**src/logic/mpmb_regs.svh**
```systemverilog
// Offsets, field positions, codes and timing counts of the memory point mailbox.
// Assumes a 20 MHz clock and a register port with byte addresses.
`ifndef MPMB_REGS_SVH
`define MPMB_REGS_SVH

// Register offsets
`define MPMB_OFF_IFACE 8'h00
`define MPMB_OFF_LOW 8'h04
`define MPMB_OFF_HIGH 8'h08
`define MPMB_OFF_POINT 8'h0c

// Interface register fields
`define MPMB_IF_BUSY 31
`define MPMB_IF_P2_HI 23
`define MPMB_IF_P2_LO 16
`define MPMB_IF_P1_HI 15
`define MPMB_IF_P1_LO 8
`define MPMB_IF_CMD_HI 7
`define MPMB_IF_CMD_LO 0

// Commands and subcommands
`define MPMB_CMD_INFO 8'h0d
`define MPMB_CMD_RESTRICT 8'h0e
`define MPMB_CMD_LEGACY 8'h21
`define MPMB_SUB_GLOBAL 8'h00
`define MPMB_SUB_POINT 8'h01

// Response codes
`define MPMB_CC_OK 8'h00
`define MPMB_CC_ILLEGAL_DATA 8'h03
`define MPMB_CC_ILLEGAL_SUB 8'h04
`define MPMB_CC_LOCKED 8'h06
`define MPMB_CC_OVERRIDE 8'h11

// Restriction answers
`define MPMB_RS_SAFE 2'h0
`define MPMB_RS_NOT_SAFE 2'h1
`define MPMB_RS_REJECT 2'h2

// Legacy answers and selections
`define MPMB_LG_NOT_SAFE 2'h0
`define MPMB_LG_SAFE 2'h1
`define MPMB_LG_DISABLE 3'h0
`define MPMB_LG_ENABLE 3'h3

// Point table word layout
`define MPMB_TW_CLK_HI 15
`define MPMB_TW_CLK_LO 0
`define MPMB_TW_TRP_LO 16
`define MPMB_TW_TRCD_LO 24
`define MPMB_TW_TRDPRE_LO 32
`define MPMB_TW_TRAS_HI 48
`define MPMB_TW_TRAS_LO 40
`define MPMB_TW_WIDTH 49

// Timing
`define MPMB_CLK_MHZ 20
`define MPMB_SETTLE_US 100
`define MPMB_MOVE_LIMIT_US 1000
`define MPMB_SETTLE_CYC (`MPMB_SETTLE_US * `MPMB_CLK_MHZ)
`define MPMB_MOVE_LIMIT_CYC (`MPMB_MOVE_LIMIT_US * `MPMB_CLK_MHZ)

`endif

```
**src/logic/mpmb_pkg.sv**
```systemverilog
// Types shared by the memory point mailbox files.
// Assumes mpmb_regs.svh supplies the numeric constants.
package mpmb_pkg;

    typedef enum logic [2:0] {
        MPMB_IDLE = 3'b000,
        MPMB_EXEC = 3'b001,
        MPMB_RD_ADDR = 3'b010,
        MPMB_RD_ACC = 3'b011,
        MPMB_RESP = 3'b100
    } mpmb_state_e;

    typedef enum logic [3:0] {
        MPMB_DDR4 = 4'h0,
        MPMB_DDR5 = 4'h1,
        MPMB_LPDDR5 = 4'h2,
        MPMB_LPDDR4 = 4'h3,
        MPMB_DDR3 = 4'h4,
        MPMB_LPDDR3 = 4'h5
    } mpmb_mem_type_e;

    typedef logic [63:0] mpmb_payload_t;

endpackage : mpmb_pkg

```
**src/logic/mpmb_tbl_if.sv**
```systemverilog
// Link between the mailbox sequencer and its point timing table.
// Assumes one clock shared by both ends.
`timescale 1ns/1ps
interface mpmb_tbl_if #(
    parameter int ADDR_W = 5,
    parameter int DATA_W = 49
);
    logic wr_en;
    logic [ADDR_W-1:0] wr_addr;
    logic [DATA_W-1:0] wr_data;
    logic [ADDR_W-1:0] rd_addr;
    logic [DATA_W-1:0] rd_data;

    modport host (output wr_en, output wr_addr, output wr_data, output rd_addr, input rd_data);
    modport mem (input wr_en, input wr_addr, input wr_data, input rd_addr, output rd_data);
endinterface : mpmb_tbl_if

```
**src/logic/mpmb_tbl.sv**
```systemverilog
// Point timing table: one word per point and channel, read data registered.
// Assumes addresses are {point, channel}; contents are undefined until loaded.
`timescale 1ns/1ps
module mpmb_tbl #(
    parameter int DEPTH = 32
) (
    // Clock
    input wire logic ref_clk,
    // Table access
    mpmb_tbl_if.mem tbl
);
    logic [$bits(tbl.wr_data)-1:0] mem_q [DEPTH];
    logic [$bits(tbl.rd_data)-1:0] rd_q;

    always_ff @(posedge ref_clk) begin
        if (tbl.wr_en) begin
            mem_q[tbl.wr_addr] <= tbl.wr_data;
        end
        rd_q <= mem_q[tbl.rd_addr];
    end

    assign tbl.rd_data = rd_q;
endmodule : mpmb_tbl

```
**src/logic/mpmb_mailbox.sv**
```systemverilog
// Memory point mailbox: info queries, point restriction and legacy hold.
// Assumes a synchronous register port and configuration straps from the memory side.
//
// How it works
// - Subcommand comes from first_parameter bits 15:8
// - Global info: type, channels, point count
// - Memory type codes 0 to 5
// - Point index beyond count gives illegal data
// - Point info: clock then four timing fields, the last (tRAS) nine bits wide
// - Timings are maximum across the populated channels given by cfg_chan_count
// - Restriction mask bits 7:0 forbid points
// - Restriction answer: safe, not safe, rejected
// - Response codes 00h, 03h, 04h, 06h, 11h
// - Ack fast, move finished within 1ms
// - Leave forbidden point, then report safe
// - Mask starts clear, cleared by function reset
// - Firmware point request overrides display mask
// - Legacy 0 holds highest point, 3 releases
// - Legacy answer: 0 not safe, 1 safe
//
// Chosen here: the placing of the registers and the address-and-strobe port.
`timescale 1ns/1ps
`include "mpmb_regs.svh"
module mpmb_mailbox #(
    parameter int POINTS = 8,
    parameter int CHANNELS = 4,
    parameter int SETTLE_CYC = `MPMB_SETTLE_CYC
) (
    // Clock and reset
    input wire logic ref_clk,
    input wire logic reset,
    // Register port
    input wire logic [7:0] reg_addr,
    input wire logic [31:0] reg_wdata,
    input wire logic reg_wr,
    input wire logic reg_rd,
    output logic [31:0] reg_rdata,
    // Memory configuration
    input wire mpmb_pkg::mpmb_mem_type_e cfg_mem_type,
    input wire logic [3:0] cfg_chan_count,
    input wire logic [3:0] cfg_point_count,
    input wire logic cfg_locked,
    // Point table load
    input wire logic tbl_wr,
    input wire logic [$clog2(POINTS*CHANNELS)-1:0] tbl_addr,
    input wire logic [`MPMB_TW_WIDTH-1:0] tbl_wdata,
    // Firmware point request and function reset
    input wire logic fw_override,
    input wire logic [7:0] fw_allowed,
    input wire logic flr_pulse,
    // Point control
    output logic [2:0] point_sel,
    output logic point_moving
);
    import mpmb_pkg::*;

    localparam int CW = $clog2(CHANNELS);
    localparam int AW = $clog2(POINTS*CHANNELS);

    // Refused at elaboration: the mask is one byte and the channel count a nibble
    if (POINTS != 8 || CHANNELS < 2 || CHANNELS > 8 || (CHANNELS & (CHANNELS - 1)) != 0) begin : g_bad_size
        $error("mpmb_mailbox: POINTS must be 8, CHANNELS a power of two from 2 to 8");
    end
    if (SETTLE_CYC < 1 || SETTLE_CYC > `MPMB_MOVE_LIMIT_CYC || SETTLE_CYC > 65535) begin : g_bad_settle
        $error("mpmb_mailbox: SETTLE_CYC must lie between 1 and the move limit");
    end

    // Highest set bit of a point mask
    function automatic logic [2:0] top_point(input logic [7:0] m);
        logic [2:0] r;
        r = 3'h0;
        for (int i = 0; i < 8; i++) begin
            if (m[i]) begin
                r = 3'(i);
            end
        end
        return r;
    endfunction : top_point

    // Points allowed under a display mask, hold flag and firmware request
    function automatic logic [7:0] allowed_of(input logic [7:0] dmask, input logic hold,
                                              input logic [7:0] en, input logic fw,
                                              input logic [7:0] fwm);
        logic [7:0] a;
        a = fw ? (fwm & en) : (~dmask & en);
        if (hold && !fw) begin
            a = 8'h01 << top_point(en);
        end
        return a;
    endfunction : allowed_of

    // Maximum of two timing words, field by field
    function automatic logic [`MPMB_TW_WIDTH-1:0] tw_max(input logic [`MPMB_TW_WIDTH-1:0] a,
                                                        input logic [`MPMB_TW_WIDTH-1:0] b);
        logic [`MPMB_TW_WIDTH-1:0] r;
        r = a;
        if (b[15:0] > a[15:0]) r[15:0] = b[15:0];
        for (int f = 0; f < 3; f++) begin
            if (b[16+8*f +: 8] > a[16+8*f +: 8]) r[16+8*f +: 8] = b[16+8*f +: 8];
        end
        if (b[48:40] > a[48:40]) r[48:40] = b[48:40];
        return r;
    endfunction : tw_max

    mpmb_tbl_if #(.ADDR_W(AW), .DATA_W(`MPMB_TW_WIDTH)) tbl_bus ();

    mpmb_tbl #(.DEPTH(POINTS*CHANNELS)) u_tbl (
        .ref_clk(ref_clk),
        .tbl(tbl_bus.mem)
    );

    mpmb_state_e state_q, state_d;
    logic busy_q, busy_d;
    logic [7:0] cmd_q, cmd_d;
    logic [7:0] p1_q, p1_d;
    logic [7:0] p2_q, p2_d;
    mpmb_payload_t pay_q, pay_d;
    logic [7:0] dmask_q, dmask_d;
    logic hold_q, hold_d;
    logic [2:0] cur_q, cur_d;
    logic [2:0] tgt_q, tgt_d;
    logic moving_q, moving_d;
    logic [15:0] tmr_q, tmr_d;
    logic [CW-1:0] ch_q, ch_d;
    logic [`MPMB_TW_WIDTH-1:0] acc_q, acc_d;
    logic [31:0] rdata_q, rdata_d;
    logic [7:0] enabled;
    logic [7:0] allowed;
    logic [7:0] allowed_new;
    logic [CW-1:0] last_ch;
    logic [3:0] nch;

    always_comb begin
        enabled = 8'h00;
        for (int i = 0; i < 8; i++) begin
            enabled[i] = (4'(i) < cfg_point_count);
        end
        nch = (cfg_chan_count == 4'h0) ? 4'h1 : ((cfg_chan_count > 4'(CHANNELS)) ? 4'(CHANNELS) : cfg_chan_count);
        last_ch = CW'(nch - 4'h1);
        allowed = allowed_of(dmask_q, hold_q, enabled, fw_override, fw_allowed);
    end

    assign tbl_bus.wr_en = tbl_wr;
    assign tbl_bus.wr_addr = tbl_addr;
    assign tbl_bus.wr_data = tbl_wdata;
    assign tbl_bus.rd_addr = {p2_q[2:0], ch_q};

    always_comb begin
        state_d = state_q;
        busy_d = busy_q;
        cmd_d = cmd_q;
        p1_d = p1_q;
        p2_d = p2_q;
        pay_d = pay_q;
        dmask_d = dmask_q;
        hold_d = hold_q;
        cur_d = cur_q;
        tgt_d = tgt_q;
        moving_d = moving_q;
        tmr_d = tmr_q;
        ch_d = ch_q;
        acc_d = acc_q;
        rdata_d = 32'h0;
        allowed_new = allowed;

        // Register port; payload and command are owned by the block while busy
        if (reg_rd) begin
            case (reg_addr)
                `MPMB_OFF_IFACE: rdata_d = {busy_q, 7'h0, p2_q, p1_q, cmd_q};
                `MPMB_OFF_LOW: rdata_d = pay_q[31:0];
                `MPMB_OFF_HIGH: rdata_d = pay_q[63:32];
                `MPMB_OFF_POINT: rdata_d = {16'h0, allowed, 3'h0, moving_q, 1'b0, cur_q};
                default: rdata_d = 32'h0;
            endcase
        end
        if (reg_wr && !busy_q) begin
            case (reg_addr)
                `MPMB_OFF_LOW: pay_d[31:0] = reg_wdata;
                `MPMB_OFF_HIGH: pay_d[63:32] = reg_wdata;
                `MPMB_OFF_IFACE: begin
                    cmd_d = reg_wdata[`MPMB_IF_CMD_HI:`MPMB_IF_CMD_LO];
                    p1_d = reg_wdata[`MPMB_IF_P1_HI:`MPMB_IF_P1_LO];
                    p2_d = reg_wdata[`MPMB_IF_P2_HI:`MPMB_IF_P2_LO];
                    if (reg_wdata[`MPMB_IF_BUSY]) begin
                        busy_d = 1'b1;
                        state_d = MPMB_EXEC;
                    end
                end
                default: ;
            endcase
        end

        // Mailbox sequencer; every answer has payload and code in place at least one cycle before busy clears
        case (state_q)
            MPMB_IDLE: ;
            MPMB_EXEC: begin
                state_d = MPMB_RESP;
                pay_d = 64'h0;
                cmd_d = `MPMB_CC_OK;
                case (cmd_q)
                    `MPMB_CMD_INFO: begin
                        if (p1_q == `MPMB_SUB_GLOBAL) begin
                            pay_d[11:0] = {cfg_point_count, cfg_chan_count, 4'(cfg_mem_type)};
                        end else if (p1_q == `MPMB_SUB_POINT) begin
                            if ({4'h0, p2_q[7:4]} != 8'h0 || p2_q[3:0] >= cfg_point_count) begin
                                cmd_d = `MPMB_CC_ILLEGAL_DATA;
                            end else begin
                                ch_d = '0;
                                acc_d = '0;
                                state_d = MPMB_RD_ADDR;
                            end
                        end else begin
                            cmd_d = `MPMB_CC_ILLEGAL_SUB;
                        end
                    end
                    `MPMB_CMD_RESTRICT: begin
                        if (cfg_locked) begin
                            cmd_d = `MPMB_CC_LOCKED;
                        end else if (pay_q[63:8] != 56'h0 || (~pay_q[7:0] & enabled) == 8'h00) begin
                            cmd_d = `MPMB_CC_ILLEGAL_DATA;
                        end else if (fw_override) begin
                            cmd_d = `MPMB_CC_OVERRIDE;
                            pay_d[1:0] = `MPMB_RS_REJECT;
                        end else begin
                            dmask_d = pay_q[7:0];
                            allowed_new = allowed_of(pay_q[7:0], hold_q, enabled, 1'b0, fw_allowed);
                            pay_d[1:0] = (allowed_new[cur_q] && !moving_q) ? `MPMB_RS_SAFE : `MPMB_RS_NOT_SAFE;
                        end
                    end
                    `MPMB_CMD_LEGACY: begin
                        if (cfg_locked) begin
                            cmd_d = `MPMB_CC_LOCKED;
                        end else if (pay_q[63:3] != 61'h0 ||
                                     (pay_q[2:0] != `MPMB_LG_DISABLE && pay_q[2:0] != `MPMB_LG_ENABLE)) begin
                            cmd_d = `MPMB_CC_ILLEGAL_DATA;
                        end else begin
                            hold_d = (pay_q[2:0] == `MPMB_LG_DISABLE);
                            allowed_new = allowed_of(dmask_q, hold_d, enabled, fw_override, fw_allowed);
                            pay_d[1:0] = (allowed_new[cur_q] && !moving_q) ? `MPMB_LG_SAFE : `MPMB_LG_NOT_SAFE;
                        end
                    end
                    default: cmd_d = `MPMB_CC_ILLEGAL_SUB;
                endcase
            end
            MPMB_RD_ADDR: state_d = MPMB_RD_ACC;
            MPMB_RD_ACC: begin
                acc_d = tw_max(acc_q, tbl_bus.rd_data);
                if (ch_q == last_ch) begin
                    pay_d = 64'({acc_d});
                    state_d = MPMB_RESP;
                end else begin
                    ch_d = ch_q + CW'(1);
                    state_d = MPMB_RD_ADDR;
                end
            end
            MPMB_RESP: begin
                busy_d = 1'b0;
                state_d = MPMB_IDLE;
            end
            default: state_d = MPMB_IDLE;
        endcase

        // A function reset drops the display mask and legacy hold
        if (flr_pulse) begin
            dmask_d = 8'h00;
            hold_d = 1'b0;
        end

        // Point mover; settle time stands for the memory transition, well under the limit
        if (moving_q) begin
            if (tmr_q == 16'h0) begin
                cur_d = tgt_q;
                moving_d = 1'b0;
            end else begin
                tmr_d = tmr_q - 16'h1;
            end
        end else if (!allowed[cur_q] && allowed != 8'h00) begin
            tgt_d = top_point(allowed);
            moving_d = 1'b1;
            tmr_d = 16'(SETTLE_CYC - 1);
        end
    end

    always_ff @(posedge ref_clk) begin
        if (reset) begin
            state_q <= MPMB_IDLE;
            busy_q <= 1'b0;
            cmd_q <= 8'h00;
            p1_q <= 8'h00;
            p2_q <= 8'h00;
            pay_q <= 64'h0;
            dmask_q <= 8'h00;
            hold_q <= 1'b0;
            cur_q <= 3'h0;
            tgt_q <= 3'h0;
            moving_q <= 1'b0;
            tmr_q <= 16'h0;
            ch_q <= '0;
            acc_q <= '0;
            rdata_q <= 32'h0;
        end else begin
            state_q <= state_d;
            busy_q <= busy_d;
            cmd_q <= cmd_d;
            p1_q <= p1_d;
            p2_q <= p2_d;
            pay_q <= pay_d;
            dmask_q <= dmask_d;
            hold_q <= hold_d;
            cur_q <= cur_d;
            tgt_q <= tgt_d;
            moving_q <= moving_d;
            tmr_q <= tmr_d;
            ch_q <= ch_d;
            acc_q <= acc_d;
            rdata_q <= rdata_d;
        end
    end

    assign reg_rdata = rdata_q;
    assign point_sel = cur_q;
    assign point_moving = moving_q;
endmodule : mpmb_mailbox

```
**config.mk**
```make
export PLATFORM = sky130hd
export DESIGN_NAME = mpmb_mailbox
export DESIGN_NICKNAME = d
export VERILOG_FILES = /design/src/logic/mpmb_pkg.sv /design/src/logic/mpmb_tbl_if.sv /design/src/logic/mpmb_tbl.sv /design/src/logic/mpmb_mailbox.sv
export VERILOG_INCLUDE_DIRS = /design/src /design/src/logic
export SDC_FILE = /design/constraint.sdc
export NUM_CORES = 2
export LEC_CHECK = 0
export BUFFER_PORTS_ARGS = -buffer_cell sky130_fd_sc_hd__buf_2
export CORE_ASPECT_RATIO = 0.8
export CORE_MARGIN = 8
export CORE_UTILIZATION = 35
export CTS_CLUSTER_DIAMETER = 80
export DETAILED_ROUTE_END_ITERATION = 7
export HOLD_SLACK_MARGIN = 0.12
export PLACE_DENSITY = 0.52
export SETUP_SLACK_MARGIN = 0.5
export SYNTH_ARGS = -nofsm -noshare
export SYNTH_HDL_FRONTEND = slang
export SYNTH_SLANG_ARGS = --single-unit
export TNS_END_PERCENT = 100
```
**constraint.sdc**
```tcl
create_clock -name ref_clk -period 4.3 [get_ports ref_clk]
set_clock_uncertainty 0.2 [all_clocks]
set_input_delay 0.43 -clock ref_clk [delete_from_list [all_inputs] [get_ports ref_clk]]
set_output_delay 0.43 -clock ref_clk [all_outputs]
set_load 0.05 [all_outputs]
```
; ---- After elaboration in Yosys (flattened, before gate mapping)
; Memory sizes are Yosys's and may differ from the RTL's. A register that Yosys moved wholly into a read port is not among the register bits.
; Index checks and enable logic that the tools add are counted.
[classes]
add_sub_neg = 3
n_mul = 0
div_mod_pow = 0
order_cmp = 16
n_eq_ne = 22
shift = 3
mux = 108
n_bitwise = 11
n_reduce_logical = 44
[ops]
columns = operator, count
row1 = $mux 49, 4
row2 = $mux 8, 21
row3 = $mux 64, 2
row4 = $pmux 32 s4, 1
row5 = $pmux 64 s2, 1
row6 = $pmux 49 s2, 1
row7 = $mux 3, 32
row8 = $mux 16, 4
row9 = $mux 32, 2
row10 = $reduce_bool 61->1, 1
row11 = $reduce_bool 56->1, 1
row12 = $eq 8x4->1 const B, 4
row13 = $mux 2, 13
row14 = $and 8x8->8, 3
row15 = $gt 8x8->1, 3
row16 = $logic_not 8->1, 3
row17 = $pmux 8 s3, 1
row18 = $shl 1x3->8 const A, 3
row19 = $gt 16x16->1, 1
row20 = $logic_not 16->1, 1
row21 = $lt 3x4->1 const A, 4
row22 = $not 8->8, 2
row23 = $sub 16x1->16 const B, 1
row24 = $mux 5, 3
row25 = other kinds (42), 95
[totals]
regBits = 207
latch_bits = 0
ram_bits = 1568
rom_bits = 0
input_bits = 122
output_inout_bits = 36
elab_cells = 223
n_memories = 1
[memory_table]
columns = name, depth, word_bits, read_ports, rd_ports_with_merged_regs, wr, line_no
row1 = u_tbl.mem_q, 32, 49, 1, 1, 1, mpmb_tbl.sv:12  ; logic [$bits(tbl.wr_data)-1:0] mem_q [DEPTH];

; ---- Logic depth before layout (Yosys ltp)
[depth]
depth_word = 30
depth_mapped = 13
mapped_depth_nobuf = 10

; ---- Hierarchy
; Synthesis repeated with hierarchy kept, for this count alone.
[hier_totals]
hier_cells = 4834
hier_area_um2 = 73593.1
[by_module_without_submodules]
columns = module, n_inst, cells_each, area_per_inst_um2, seq_area_each_um2
row1 = mpmb_tbl, 1, 3434, 61856.8, 48066.1
row2 = mpmb_mailbox, 1, 1400, 11736.3, 4144.0

; ---- Worst setup path after synthesis
; No wires, ideal clock.
[synth_path]
path_type = input-to-reg
startpoint = in tbl_addr[0]
endpoint = mem u_tbl.mem_q[12][0] (netlist name), enable pin
setup_ps = 456
arrival_ps = 3146
t_required_ps = 3644
setup_slack_ps = 498
path_stages = 3
path_buffers = 1
cell_sequence = or3b_2 clkbuf_1 nor2_1
[synth_rtl]
columns = element, line_no
row1 = "start, declared", mpmb_mailbox.sv:45  ; input wire logic [$clog2(POINTS*CHANNELS)-1:0] tbl_addr,
row2 = "end, declared", mpmb_tbl.sv:12
; No word-level cell before the write port.

; ---- Worst setup path after layout
[layout_path]
startpoint = reg pay_q[33]
endpoint = reg pay_q[1]
[layout_between]
elab_chain_len = 6
[layout_lines]
columns = element, line_no
row1 = "start, declared", mpmb_mailbox.sv:117  ; mpmb_payload_t pay_q, pay_d;
row2 = "start signal, assigned", mpmb_mailbox.sv:307  ; pay_q <= pay_d;
row3 = $reduce_bool 56->1, mpmb_mailbox.sv:219  ; end else if (pay_q[63:8] != 56'h0 || (~pay_q[7:0] & enabled) == 8'h00) begin
row4 = $logic_or 1x1->1, mpmb_mailbox.sv:219
row5 = $mux 2, mpmb_mailbox.sv:219
row6 = $mux 2, mpmb_mailbox.sv:217  ; if (cfg_locked) begin
row7 = $pmux 2 s3, mpmb_mailbox.sv:200  ; case (cmd_q)
row8 = $pmux 64 s2, mpmb_mailbox.sv:194  ; case (state_q)
; No other way between the ends.
; A chain may end at the register's enable or synchronous reset.

==> insert_results.sql <==
INSERT INTO impl_metrics (metric_group, metric, value, unit) VALUES
('timing', 'worst_slew_pin_slew', '1.24', 'ns'),
('critical_path', 'worst-path-buf-inv', '3', ''),
('logic_synthesis', 'yosysWarnings', '0', ''),
('critical_path', 'cp-startpoint', 'pay_q[33]$_SDFF_PP0_', ''),
('routing', 'drcViolationCount', '0', ''),
('floorplanning', 'fp.dieArea', '0.219', 'mm^2'),
('run', 'cap_violations', '0', ''),
('timing', 'setup_ws', '0.699', 'ns'),
('global_routing', 'global_route_wire_length_before_repair', '281000', 'um'),
('layout', 'finalNetCount', '4228', ''),
('critical_path', 'crit_path_top_delay_cell', 'sky130_fd_sc_hd__dlygate4sd3_1', ''),
('routing', 'viasPerCell', '5.38', ''),
('critical_path', 'timing.critical_path.slowest_cell_delay', '0.58', 'ns'),
('clock_tree', 'numClockSinks', '1824', ''),
('logic_synthesis', 'synth.cell_area', '0.0715', 'mm^2'),
('routing', 'drt_first_iter_violations', '4108', ''),
('critical_path', 'reg2reg_from', 'pay_q[33]$_SDFF_PP0_', ''),
('placement', 'post_dp_cell_area', '0.0766', 'mm^2'),
('global_routing', 'grt_util_all_layers', '0.178', ''),
('logic_synthesis', 'synth_sequential_area_ratio', '0.730', ''),
('routing', 'drtAntennaViolNets', '0', ''),
('floorplanning', 'effective_utilization_at_floorplan', '0.352', ''),
('logic_synthesis', 'synth_cells', '3664', ''),
('floorplanning', 'chipHeight', '420', 'um'),
('critical_path', 'path_max_fanout', '4', ''),
('floorplanning', 'floorplan.rows', '148', ''),
('logic_synthesis', 'synth-main-ff-cell', 'sky130_fd_sc_hd__edfxtp_1', ''),
('timing', 'post-route-min-period', '3.60', 'ns'),
('global_routing', 'grt_max_degree', '98', ''),
('timing', 'finalSetupTns', '0', 'ns'),
('power_and_ir_drop', 'max-vdd-ir-drop', '0.000444', 'V'),
('clock_tree', 'clkSlewWorstSetupHoldPaths', '0.06', 'ns'),
('layout', 'fraction_of_layout_cells_with_a_size_suffix_above_1', '0.275', ''),
('routing', 'post_drt_wl_per_cell', '28.8', 'um'),
('clock_tree', 'clk_latency', '0.83', 'ns'),
('layout', 'mostFrequentLayoutCells', '1568 x sky130_fd_sc_hd__edfxtp_1, 492 x sky130_fd_sc_hd__mux4_2, 251 x sky130_fd_sc_hd__dfxtp_1', ''),
('placement', 'detailed_place_hpwl', '109000', 'um'),
('critical_path', 'endpoint_required_time_on_the_critical_path', '4.86', 'ns'),
('layout', 'syn_to_final_growth', '17.3', '%'),
('status', 'outcome', 'finished, final reports clean', ''),
('min_path', 'holdCritStartpoint', 'tbl_wr', ''),
('clock_tree', 'cts_h_tree_lvls', '4', ''),
('clock_tree', 'clk_path_buf_depth', '3', ''),
('timing', 'unrepaired_setup_endpoints_after_global_routing', 'no', ''),
('critical_path', 'worst-endpoint-arrival', '4.16', 'ns'),
('critical_path', 'critical_path.cell_chain', 'nor4_1 -> nand4_1 -> nor4_1 -> buf_4 -> o41ai_1 -> nor2_1 -> a21oi_1 -> dlygate4sd3_1 -> o221ai_1 -> dlygate4sd3_1', ''),
('global_routing', 'grt_antenna_before_repair', '24', ''),
('clock_tree', 'root_buffer', 'sky130_fd_sc_hd__clkbuf_16', ''),
('floorplanning', 'core_area', '0.203', 'mm^2'),
('logic_synthesis', 'syn_nets', '3840', ''),
('timing', 'min_period_over_period', '0.838', ''),
('logic_synthesis', 'largest_cells_by_area_after_synthesis', 'sky130_fd_sc_hd__edfxtp_1 66%, sky130_fd_sc_hd__mux4_2 15%, sky130_fd_sc_hd__dfxtp_1 7.2%', ''),
('power_and_ir_drop', 'power_density', '433', 'mW/mm^2'),
('logic_synthesis', 'netlist-cell-type-count', '74', ''),
('placement', 'place_worst_setup_slack', '0.539', 'ns'),
('logic_synthesis', 'synth_top_area_cell', 'sky130_fd_sc_hd__edfxtp_1', ''),
('layout', 'fin_util', '0.413', ''),
('layout', 'most_common_cell_after_layout_fill_and_taps_aside', 'sky130_fd_sc_hd__edfxtp_1', ''),
('floorplanning', 'die_width', '521', 'um'),
('critical_path', 'critPathLaunchType', 'flip-flop', ''),
('min_path', 'min_path_type', 'in2reg', ''),
('critical_path', 'endpoint_kind', 'flip-flop', ''),
('timing', 'setup-violations-final', '0', ''),
('clock_tree', 'cts_tree', 'built', ''),
('global_routing', 'number_of_global_route_vias_before_repair', '37061', ''),
('logic_synthesis', 'synth-async-reset-ratio', '0', ''),
('timing', 'hold_viol_final', '0', ''),
('timing', 'slew_violations', '0', ''),
('logic_synthesis', 'synth.ff_latch_count', '1824', ''),
('clock_tree', 'cts-buffers-inserted', '180', ''),
('routing', 'firstDrtPassIters', '6', '');
where the power goes:
part           total (mW)  switching, mW  internal, mW
sequential           19.5         0.0738          19.4
clock                15.9           6.90          9.03
combinational       0.923          0.622         0.302
total                36.3           7.60          28.7
cells in the mapped netlist (8+ instances only):
cell type	number
sky130_fd_sc_hd__o22ai_1	41
sky130_fd_sc_hd__a21oi_1	119
sky130_fd_sc_hd__a21o_1	14
sky130_fd_sc_hd__nor4_1	26
sky130_fd_sc_hd__a31oi_1	9
sky130_fd_sc_hd__a22oi_1	28
sky130_fd_sc_hd__mux2_2	54
sky130_fd_sc_hd__nand3_1	20
sky130_fd_sc_hd__buf_1	57
sky130_fd_sc_hd__edfxtp_1	1568
sky130_fd_sc_hd__clkbuf_1	131
sky130_fd_sc_hd__inv_1	60
sky130_fd_sc_hd__ha_1	54
sky130_fd_sc_hd__mux2i_1	116
sky130_fd_sc_hd__o21ai_0	39
sky130_fd_sc_hd__a211oi_1	9
sky130_fd_sc_hd__xnor2_1	9
sky130_fd_sc_hd__o31ai_1	8
sky130_fd_sc_hd__a22o_1	25
sky130_fd_sc_hd__buf_2	14
sky130_fd_sc_hd__nand2_1	147
sky130_fd_sc_hd__nor2_1	166
sky130_fd_sc_hd__nor2b_1	20
sky130_fd_sc_hd__o21a_1	12
sky130_fd_sc_hd__dfxtp_1	256
sky130_fd_sc_hd__mux4_2	492
sky130_fd_sc_hd__nand2b_1	13
sky130_fd_sc_hd__nand4_1	12
sky130_fd_sc_hd__nor3_1	21
sky130_fd_sc_hd__a32o_1	9
sky130_fd_sc_hd__and2_1	9
sequential cells by signal (all words and copies together), names as in the netlist, 2 cells and up:
| name | flops |
|---|---|
| reg_rdata | 32 |
| p1_q | 8 |
| point_sel | 3 |
| state_q | 3 |
| cmd_q | 8 |
| p2_q | 8 |
| tgt_q | 3 |
| acc_q | 49 |
| u_tbl.mem_q | 1568 |
| ch_q | 2 |
| u_tbl.tbl.rd_data | 49 |
| tmr_q | 16 |
| dmask_q | 8 |
| pay_q | 64 |
layout make-up:
cell class	instances	area (um^2)
Timing Repair Buffer	410	3510
Sequential cell	1824	52200
Fill cell	17996	119000
Clock buffer	245	4930
Tap cell	2700	3380
Clock inverter	94	1060
Antenna cell	7	17.5
Multi-Input combinational cell	1574	18600
Inverter	62	233
final timing paths:
check / endpoint / slack (ns) / cells after the start
setup / recovery: pay_q[1]$_SDFF_PP0_ / 0.70 / 10
hold / removal: u_tbl.mem_q[13][12]$_DFFE_PP_ / 0.26 / 4
setup reg to reg: pay_q[1]$_SDFF_PP0_ / 0.70 / 10
hold reg to reg: tgt_q[1]$_SDFFE_PP0P_ / 0.26 / 2
timing repair:
action,CTS,global route
hold endpoints to repair,1710,0
setup buffers,0,5
hold buffers,126,0
resized for setup,0,2
endpoints found under the setup margin,0,10
kinds of logic (layout without fill, tap and decap cells):
family / after synthesis / count (layout) / synth area share
flops: 1824 / 1824 / 0.730
mux: 662 / 662 / 0.180
simple gates: 482 / 482 / 0.0317
compound gates: 362 / 362 / 0.0332
buf+inv: 266 / 811 / 0.0144
fa+ha+maj: 54 / 54 / 0.00945
xor+xnor: 14 / 14 / 0.00171
other cells: 0 / 7 / 0
routing by layer:
layer / GRT usage / share of wire / wire length, um / up-vias
li1: - / - / - / 15821
met1: 0.254 / 0.45 / 89000 / 19813
met2: 0.282 / 0.46 / 92200 / 1306
met3: 0.0392 / 0.070 / 13900 / 284
met4: 0.0363 / 0.019 / 3830 / 6
met5: 0 / 0.00021 / 41 / -
tightest hold or removal path: stages:
cell	delay, ns
sky130_fd_sc_hd__buf_2	0.12
sky130_fd_sc_hd__nand3b_1	0.08
sky130_fd_sc_hd__buf_4	0.25
sky130_fd_sc_hd__nor2_4	0.19
per-stage QoR:
step,hold slack (ns),cells,total power [mW]
floorplan,0.232,3664,20.2
global placement,0.249,6439,20.7
detailed placement,0.255,6439,20.7
CTS,0.175,6904,36.7
global route,0.238,6911,37.5
finish,0.261,6916,36.3
Power figures use the tool's default switching activity.
